--- config.mk ---
export PLATFORM = sky130hd
export DESIGN_NAME = pst_readout
export DESIGN_NICKNAME = d
export VERILOG_FILES = /design/src/shared/pst_pkg.sv /design/src/design/pst_temp_quant.sv /design/src/design/pst_readout.sv
export SDC_FILE = /design/constraint.sdc
export NUM_CORES = 1
export LEC_CHECK = 0
export ABC_AREA = 1
export BUFFER_PORTS_ARGS = -buffer_cell sky130_fd_sc_hd__clkbuf_2
export CAP_MARGIN = 40
export CORE_MARGIN = 3
export CORE_UTILIZATION = 40
export DETAILED_ROUTE_END_ITERATION = 10
export MAX_ROUTING_LAYER = met4
export PLACE_DENSITY = 0.73
export SLEW_MARGIN = 20
export SYNTH_ARGS = -nofsm -noshare
export SYNTH_HDL_FRONTEND = slang
export SYNTH_HIERARCHICAL = 1
export SYNTH_SLANG_ARGS = --single-unit
--- constraint.sdc ---
create_clock -name mclk -period 1.6 [get_ports mclk]
set_input_delay 0.32 -clock mclk [delete_from_list [all_inputs] [get_ports mclk]]
set_output_delay 0.32 -clock mclk [all_outputs]
set_load 0.03 [all_outputs]
--- src/shared/pst_pkg.sv ---
// Package with register map, field layout and carrier types of the readout.
package pst_pkg;
   // ---------------------------------------------------------------
   // Register offsets
   // ---------------------------------------------------------------
   localparam logic [7:0] OFF_TEMP_CTRL = 8'h1E;
   localparam logic [7:0] OFF_STATUS = 8'h1F;
   localparam logic [7:0] OFF_RSVD_A = 8'h20;
   localparam logic [7:0] OFF_TEMP_READ = 8'h21;
   localparam logic [7:0] OFF_RSVD_B = 8'h22;
   // ---------------------------------------------------------------
   // Field positions and reset values
   // ---------------------------------------------------------------
   localparam int DATA_W = 24;
   localparam int BIT_SENS_EN = 0;
   localparam int BIT_LOCK = 0;
   localparam int BIT_OVF_LO = 1;
   localparam int OVF_W = 3;
   localparam int BIT_BUSY = 5;
   localparam int TEMP_W = 7;
   localparam logic [23:0] RST_TEMP_CTRL = 24'h000000;
   localparam logic [23:0] RST_STATUS = 24'h000000;
   localparam logic [23:0] RST_RSVD_A = 24'h000020;
   localparam logic [23:0] RST_TEMP_READ = 24'h000000;
   localparam logic [23:0] RST_RSVD_B = 24'h000000;
   localparam logic [6:0] TEMP_MAX_CODE = 7'h07;
   // Sensor raw word is degrees C offset by 40, times 2 (half-degree lsb).
   localparam int RAW_W = 10;
   localparam logic [9:0] STEP_HALF_DEG = 10'h023;

   typedef struct packed {
      logic locked;
      logic [2:0] overflow;
      logic sweep_running;
      logic sweep_enabled;
   } pst_pll_state_t;

   typedef struct packed {
      logic [7:0] addr;
      logic [23:0] wdata;
      logic wr;
      logic rd;
   } pst_reg_req_t;
endpackage

--- src/design/pst_temp_quant.sv ---
// Temperature quantizer: raw sensor word to seven-bit registered code.
`timescale 1ns/1ps
module pst_temp_quant
(
   input wire logic mclk,
   input wire logic reset,
   input wire logic sample,
   input wire logic [9:0] raw_half_deg,
   output logic [6:0] code_r
);
   logic [6:0] code_nxt;

   // Counting steps avoids a divider; seven compares cost less area.
   always_comb
   begin
      code_nxt = 7'h00;
      for (int k = 1; k <= int'(pst_pkg::TEMP_MAX_CODE); k++)
      begin
         if (raw_half_deg >= 10'(k) * pst_pkg::STEP_HALF_DEG)
         begin
            code_nxt = 7'(k);
         end
      end
   end

   always_ff @(posedge mclk or posedge reset)
   begin
      if (reset)
      begin
         code_r <= 7'h00;
      end
      else if (sample)
      begin
         code_r <= code_nxt;
      end
   end

   property p_sat_top;
      @(posedge mclk) disable iff (reset)
      (sample && raw_half_deg >= 10'h0F5) |=> code_r == 7'h07;
   endproperty
   a_sat_top: assert property (p_sat_top)
      else $error("temperature code not saturated high");

   property p_floor;
      @(posedge mclk) disable iff (reset)
      (sample && raw_half_deg < 10'h023) |=> code_r == 7'h00;
   endproperty
   a_floor: assert property (p_floor)
      else $error("temperature code not zero below first step");
endmodule // pst_temp_quant

--- src/design/pst_readout.sv ---
// Status and temperature readout register bank of the synthesizer.
`timescale 1ns/1ps
module pst_readout
(
   input wire logic mclk,
   input wire logic reset,
   input wire pst_pkg::pst_reg_req_t req,
   output logic [23:0] rdata_r,
   input wire pst_pkg::pst_pll_state_t pll,
   input wire logic sensor_strobe,
   input wire logic [9:0] sensor_raw,
   output logic sensor_power_r,
   output logic temp_valid_r
);
   // ---------------------------------------------------------------
   // Input synchronisers
   // ---------------------------------------------------------------
   logic [5:0] pll_s1_r;
   logic [5:0] pll_s2_r;
   logic [10:0] sen_s1_r;
   logic [10:0] sen_s2_r;
   logic strobe_d_r;
   logic sample;
   logic ctrl_en_r;
   logic [2:0] ovf_r;
   logic [6:0] temp_code;

   always_ff @(posedge mclk or posedge reset)
   begin
      if (reset)
      begin
         pll_s1_r <= 6'h00;
         pll_s2_r <= 6'h00;
         sen_s1_r <= 11'h000;
         sen_s2_r <= 11'h000;
         strobe_d_r <= 1'b0;
      end
      else
      begin
         pll_s1_r <= pll;
         pll_s2_r <= pll_s1_r;
         sen_s1_r <= {sensor_strobe, sensor_raw};
         sen_s2_r <= sen_s1_r;
         strobe_d_r <= sen_s2_r[10];
      end
   end

   // A reading is captured on the rising edge of the software strobe while the sensor enable bit is set.
   assign sample = sen_s2_r[10] && !strobe_d_r && ctrl_en_r;

   // ---------------------------------------------------------------
   // Control register
   // ---------------------------------------------------------------
   always_ff @(posedge mclk or posedge reset)
   begin
      if (reset)
      begin
         ctrl_en_r <= pst_pkg::RST_TEMP_CTRL[pst_pkg::BIT_SENS_EN];
      end
      else if (req.wr && req.addr == pst_pkg::OFF_TEMP_CTRL)
      begin
         ctrl_en_r <= req.wdata[pst_pkg::BIT_SENS_EN];
      end
   end

   always_ff @(posedge mclk or posedge reset)
   begin
      if (reset)
      begin
         sensor_power_r <= 1'b0;
      end
      else
      begin
         sensor_power_r <= ctrl_en_r;
      end
   end

   always_ff @(posedge mclk or posedge reset)
   begin
      if (reset)
      begin
         temp_valid_r <= 1'b0;
      end
      else if (!ctrl_en_r)
      begin
         temp_valid_r <= 1'b0;
      end
      else if (sample)
      begin
         temp_valid_r <= 1'b1;
      end
   end

   pst_temp_quant u_quant
   (
      .mclk(mclk),
      .reset(reset),
      .sample(sample),
      .raw_half_deg(sen_s2_r[9:0]),
      .code_r(temp_code)
   );

   // ---------------------------------------------------------------
   // Status word
   // ---------------------------------------------------------------
   logic locked_s;
   logic sweep_run_s;
   logic sweep_en_s;
   logic busy;
   assign locked_s = pll_s2_r[5];
   assign sweep_run_s = pll_s2_r[1];
   assign sweep_en_s = pll_s2_r[0];
   assign busy = sweep_run_s && sweep_en_s;

   always_ff @(posedge mclk or posedge reset)
   begin
      if (reset)
      begin
         ovf_r <= 3'h0;
      end
      else
      begin
         ovf_r <= pll_s2_r[4:2];
      end
   end

   // ---------------------------------------------------------------
   // Read port
   // ---------------------------------------------------------------
   always_ff @(posedge mclk or posedge reset)
   begin
      if (reset)
      begin
         rdata_r <= 24'h000000;
      end
      else if (req.rd)
      begin
         unique case (req.addr)
            pst_pkg::OFF_TEMP_CTRL:
               rdata_r <= {23'h000000, ctrl_en_r};
            pst_pkg::OFF_STATUS:
               rdata_r <= {18'h00000, busy, 1'b0, ovf_r, locked_s};
            pst_pkg::OFF_RSVD_A:
               rdata_r <= pst_pkg::RST_RSVD_A;
            pst_pkg::OFF_TEMP_READ:
               rdata_r <= {17'h00000, temp_code};
            pst_pkg::OFF_RSVD_B:
               rdata_r <= pst_pkg::RST_RSVD_B;
            default:
               rdata_r <= 24'h000000;
         endcase
      end
      else
      begin
         rdata_r <= 24'h000000;
      end
   end

   property p_power;
      @(posedge mclk) disable iff (reset)
      (req.wr && req.addr == pst_pkg::OFF_TEMP_CTRL)
         |=> ##1 sensor_power_r == $past(req.wdata[0], 2);
   endproperty
   a_power: assert property (p_power)
      else $error("sensor power does not follow enable");

   property p_lock;
      @(posedge mclk) disable iff (reset)
      (req.rd && req.addr == 8'h1F) |=> rdata_r[0] == $past(pll_s2_r[5]);
   endproperty
   a_lock: assert property (p_lock)
      else $error("lock bit misreported");

   property p_busy_off;
      @(posedge mclk) disable iff (reset)
      (req.rd && req.addr == 8'h1F && !pll_s2_r[0]) |=> rdata_r[5] == 1'b0;
   endproperty
   a_busy_off: assert property (p_busy_off)
      else $error("busy set while sweeper unused");

   property p_busy_on;
      @(posedge mclk) disable iff (reset)
      (req.rd && req.addr == 8'h1F && pll_s2_r[1] && pll_s2_r[0])
         |=> rdata_r[5];
   endproperty
   a_busy_on: assert property (p_busy_on)
      else $error("busy clear during ramp");

   property p_rsvd;
      @(posedge mclk) disable iff (reset)
      (req.rd && req.addr == 8'h20) |=> rdata_r == 24'h000020;
   endproperty
   a_rsvd: assert property (p_rsvd)
      else $error("reserved word wrong");

   property p_ovf;
      @(posedge mclk) disable iff (reset)
      (req.rd && req.addr == 8'h1F) |=> rdata_r[3:1] == $past(ovf_r);
   endproperty
   a_ovf: assert property (p_ovf)
      else $error("overflow bits misreported");

   property p_temp;
      @(posedge mclk) disable iff (reset)
      (req.rd && req.addr == 8'h21) |=> rdata_r[23:7] == 17'h00000;
   endproperty
   a_temp: assert property (p_temp)
      else $error("temperature upper bits not zero");

   property p_valid;
      @(posedge mclk) disable iff (reset)
      !ctrl_en_r |=> !temp_valid_r;
   endproperty
   a_valid: assert property (p_valid)
      else $error("reading valid without enable");
endmodule // pst_readout

# Word level (Yosys, flattened, before mapping)
# Cells that the tools add are included.
# word_totals
ff_bits	72
# op_classes
n_mux	11
n_reduce_logical	5
magnitude_cmp	7
n_eq_ne	5
# op_table
operator	count
10-bit by 8-bit greater-or-equal comparator with 1-bit output (second input constant)	4
7-bit one-hot mux with 4 select lines	1
24-bit 2-to-1 mux	1
10-bit by 7-bit greater-or-equal comparator with 1-bit output (second input constant)	2
8-bit by 5-bit equality test with 1-bit output (second input constant)	2
8-bit by 6-bit equality test with 1-bit output (second input constant)	2
3-bit 2-to-1 mux	4
10-bit by 6-bit greater-or-equal comparator with 1-bit output (second input constant)	1
1-bit logical AND	4
2-bit 2-to-1 mux	2
1-bit 2-to-1 mux	3
2-bit != test (second input constant)	1
1-bit logical NOT	1

# Logic depth before layout (Yosys ltp)
# depth
depth_word	8
ltp_mapped	10

# Modules after synthesis
# The synthesis kept the hierarchy.
# by_module_without_submodules
mod	n_inst	area_per_inst_um2	seq_area_each_um2	cells_each
pst_readout	1	1636.6	1201.2	129
pst_temp_quant	1	384.1	75.1	73

# Worst setup path before layout
# OpenSTA, ideal clock, no wires.
# synth_timing
kind	register to register
start	register sen_s2_r[9]
end	register u_quant.code_r[0]
stages_incl_launch_ff	11
arrival_ns	1.029
slack_ns	0.450
synth_period_minus_slack_ns	1.150
setup_ns	0.121
path_cell_list	dfrtp_1 > nor2_4 > nand2_1 > nor2_1 > nand2_1 > nand3_1 > nand2_1 > nand2_1 > nand2_1 > nand2_1 > a21oi_1
# synth_between
elab_chain_len	8
# synth_rtl
element	line_no	text
from (decl)	pst_readout.sv:21	logic [10:0] sen_s2_r;
from (signal assigned)	pst_readout.sv:43	sen_s2_r <= sen_s1_r;
10-bit by 6-bit greater-or-equal comparator with 1-bit output	pst_temp_quant.sv:19	if (raw_half_deg >= 10'(k) * pst_pkg::STEP_HALF_DEG)
1-bit 2-to-1 mux	pst_temp_quant.sv:19	
2-bit 2-to-1 mux (2 in series)	pst_temp_quant.sv:19	
3-bit 2-to-1 mux (3 in series)	pst_temp_quant.sv:19	
3-bit 2-to-1 mux *	pst_temp_quant.sv:19	
to (signal assigned)	pst_temp_quant.sv:34	code_r <= code_nxt;
to (decl)	pst_temp_quant.sv:9	output logic [6:0] code_r
# Every way passes the cells marked *; elsewhere a longest branch is shown, timed or not.
# A chain may end at the register's enable or synchronous reset.

# Worst setup path after layout
# layout_timing
start	register sen_s2_r[5]
end	register u_quant.code_r[0]
# Same word-level chain as after synthesis.

==> summary.txt <==
Setup path
  • Worst-path fanout max: 5
  • End of the worst register-to-register path: u_quant/code_r[0]
  • FF-to-FF path depth: 9
  • FF-to-FF setup slack: 0.28 ns
  • Worst setup path endpoint: u_quant/code_r[0]
  • Worst Setup End Kind: flip-flop
  • Setup CP Type: reg -> reg
  • Critical Path AT: 1.53 ns
  • Startpoint types: flip-flop
  • R2r startpoint: sen_s2_r[5]
  • CP required: 1.82 ns
  • Critical path origin: sen_s2_r[5]

Floorplanning
  • Initial Util: 41.9%
  • Die area: 5940 sq um
  • # IOs: 79
  • Core area: 4820 sq um
  • Floorplan row count: 25
  • Die Wd: between 70 and 80 microns
  • Die Ht: 77.1 microns

Clock tree
  • H-tree lvl count: 2
  • Later-pin clock latency in the skew report: 0.29 ns
  • Max Buffers Root-to-Sink: 2
  • Clock root buffer: clkbuf_8
  • Clk sinks: 51
  • Clock-pin slew on the worst setup and hold paths: around 0.08 ns
  • Post_cts resized: 0
  • CTS buffer count: 5
  • Post-CTS Setup Inserts: 0
  • CTS tree: built
  • Hold buffers post-CTS: 1

Synth
  • Register area share after synthesis: 63.2%
  • Number of synthesized register bits: 51
  • Post-synthesis cell type count: 19
  • Async S/R FF share, synth: 100%
  • Main synth FF type: dfrtp_1
  • Post-synthesis cell area: slightly above 2000 sq um
  • Gate Count Post-Synth: 202
  • Syn avg cell area: around 10 sq um
  • Ys Warns: 6
  • EDFF count, synth: 0

Detailed routing
  • Final wirelength: 2750 microns
  • Drt first-iter violations: 30
  • Routed vias/inst: 4.04
  • DRC Markers: 0
  • Drt first pass iters: 4
  • Vias post-DR: 1272
  • Remaining antenna violation count after routing: 0
  • Routed len/inst: approximately 8.7 microns

STA
  • Final hold viol count: 0
  • Slew Viols, Final: 0
  • Final setup vio count: 0
  • RSZ-0062 raised after global routing: no
  • Skew final: 0.00216 ns
  • Clock period minus worst slack: 1.32 ns
  • Period utilisation layout: 82.3%
  • Fin Setup TNS: 0 ns
  • Max Clk Rate: 0.759 GHz

Final layout
  • Layout cells sized above 1: 25.4%
  • Diode count: 0
  • Sequential Area: 1280 sq um
  • Fillers: 455
  • Synthesis-to-layout area growth: 16.6%
  • Fin area: 2360 sq um
  • Cell Count, Final, Fillers Out: 315
  • Multi-input gate area: 564 sq um
  • Fin nets: 300

Hold path
  • HP Class: in -> reg

Global route
  • Initial antenna violation count: 0
  • Remaining global-route overflow: 0
  • All-layer global routing usage: approximately 10%
  • Number of global-route vias before repair: 1095
  • Largest net degree at the start of global routing: 49
  • First-pass GRT wire length: 4570 microns

Run status
  • Status: finished, final reports clean

Power and ir drop
  • Overall Power: between 2 and 2.5 mW
  • P_leak: about 1.2 nW
  • Power Density: about 1100 nW/um^2
  • Worst-case vdd ir drop: 0.610 mV

Placed design
  • DP Cell Count: 306
  • GP Congestion: between 0.8 and 0.9
  • IO buf count: 38
  • Post-DP HPWL: 2090 microns
  • Dpl cell area: 2230 sq um

Run
  • # Max-Cap Violations: 0
[power by group]
part / switching (mW) / internal [mW] / leakage (nW)
logic: 0.153 / 0.0629 / 0.563
registers: 0.0272 / 1.35 / 0.596
clock network: 0.380 / 0.505 / 0.0612
[metrics by stage]
| stage | setup slack, ns | hold slack [ns] | utilization [%] |
|---|---|---|---|
| 5_1_grt | 0.132 | 0.109 | 48.9 |
| 3_5_place_dp | 0.326 | 0.203 | 46.3 |
| 2_1_floorplan | 0.136 | 0.0736 | - |
| 4_1_cts | 0.302 | 0.115 | 48.9 |
| 6_report | 0.283 | 0.125 | 48.9 |
| 3_3_place_gp | 0.375 | 0.203 | 46.3 |
[critical path, stage by stage, from the launching register on]
cell and delay [ns]:
dfrtp_1 0.43, nor2_1 0.18, nand3_1 0.12, nand2_1 0.09, nand3_1 0.07, nand2_1 0.07, nand2_1 0.04, nand2_1 0.06
nand2_1 0.05, a21oi_1 0.13
[state kept, by name, indices dropped and copies added (netlist names)]
signal,cells
ctrl_en_r,1
ovf_r,3
pll_s1_r,6
pll_s2_r,6
rdata_r,7
sen_s1_r,11
sen_s2_r,11
sensor_power_r,1
strobe_d_r,1
temp_valid_r,1
u_quant/code_r,3
[cell families after synthesis]
kind of cell	count (synthesis)	share of synthesized area (%)
simple gates	92	20.9
flops	51	63.2
other cells	2	0.372
compound gates	11	3.10
buf+inv	46	12.4
[synth_stat cells, types with 2 or more instances]
cell type	instances	share of area (%)
a21oi_1	7	1.7
and3_2	2	0.74
buf_4	21	7.8
conb_1	2	0.37
dfrtp_1	51	63
inv_1	23	4.3
inv_2	2	0.37
nand2_1	43	8.0
nand3_1	15	3.7
nor2_1	19	3.5
nor2_2	5	1.5
nor2_4	4	2.2
nor3_1	2	0.50
[routing by layer]
layer / GRT usage, % / share of wire [%] / vias to the layer above
met5: - / 0 / -
met4: 4.80 / 2.1 / 0
met3: 3.87 / 7.6 / 5
met2: 16.1 / 49 / 41
met1: 11.2 / 41 / 562
li1: - / - / 664
[worst min path at each step]
stage                start                end  slack [ns]  cells past startpoint
finish              pll[3]        pll_s1_r[3]        0.13                      1
global route        pll[0]        pll_s1_r[0]        0.11                      1
detailed placement   reset  u_quant/code_r[2]        0.20                      2
floorplan            reset  u_quant/code_r[0]        0.07                      1
global placement     reset  u_quant/code_r[1]        0.20                      2
CTS                 pll[0]        pll_s1_r[0]        0.11                      1
[cell usage in the layout (no fill, tap or decap)]
cell type,netlist,routed
dfrtp_1,51,51
nand2_1,43,43
clkbuf_2,0,38
inv_1,23,22
conb_1,2,21
nor2_1,19,19
nand3_1,15,15
a21oi_1,7,7
clkbuf_8,0,6
nor2_2,5,5
nor2_4,4,4
inv_2,2,3
and3_2,2,2
nor3_1,2,2
nand2_2,1,1
nand3b_1,1,1
o21ai_2,1,1
o21ai_0,1,1
clkinv_2,0,1
bufinv_16,0,1
dlygate4sd3_1,0,1
buf_12,0,1
a31oi_1,1,1
o21bai_1,1,1
[final cells by class]
type	instances	area share, %
Tap cell	67	3.56
Timing Repair Buffer	40	9.35
Inverter	25	3.98
Clock inverter	2	1.49
Sequential cell	51	54.2
Multi-Input combinational cell	124	24.0
Clock buffer	6	3.51
(Power assumes the default switching activity.)
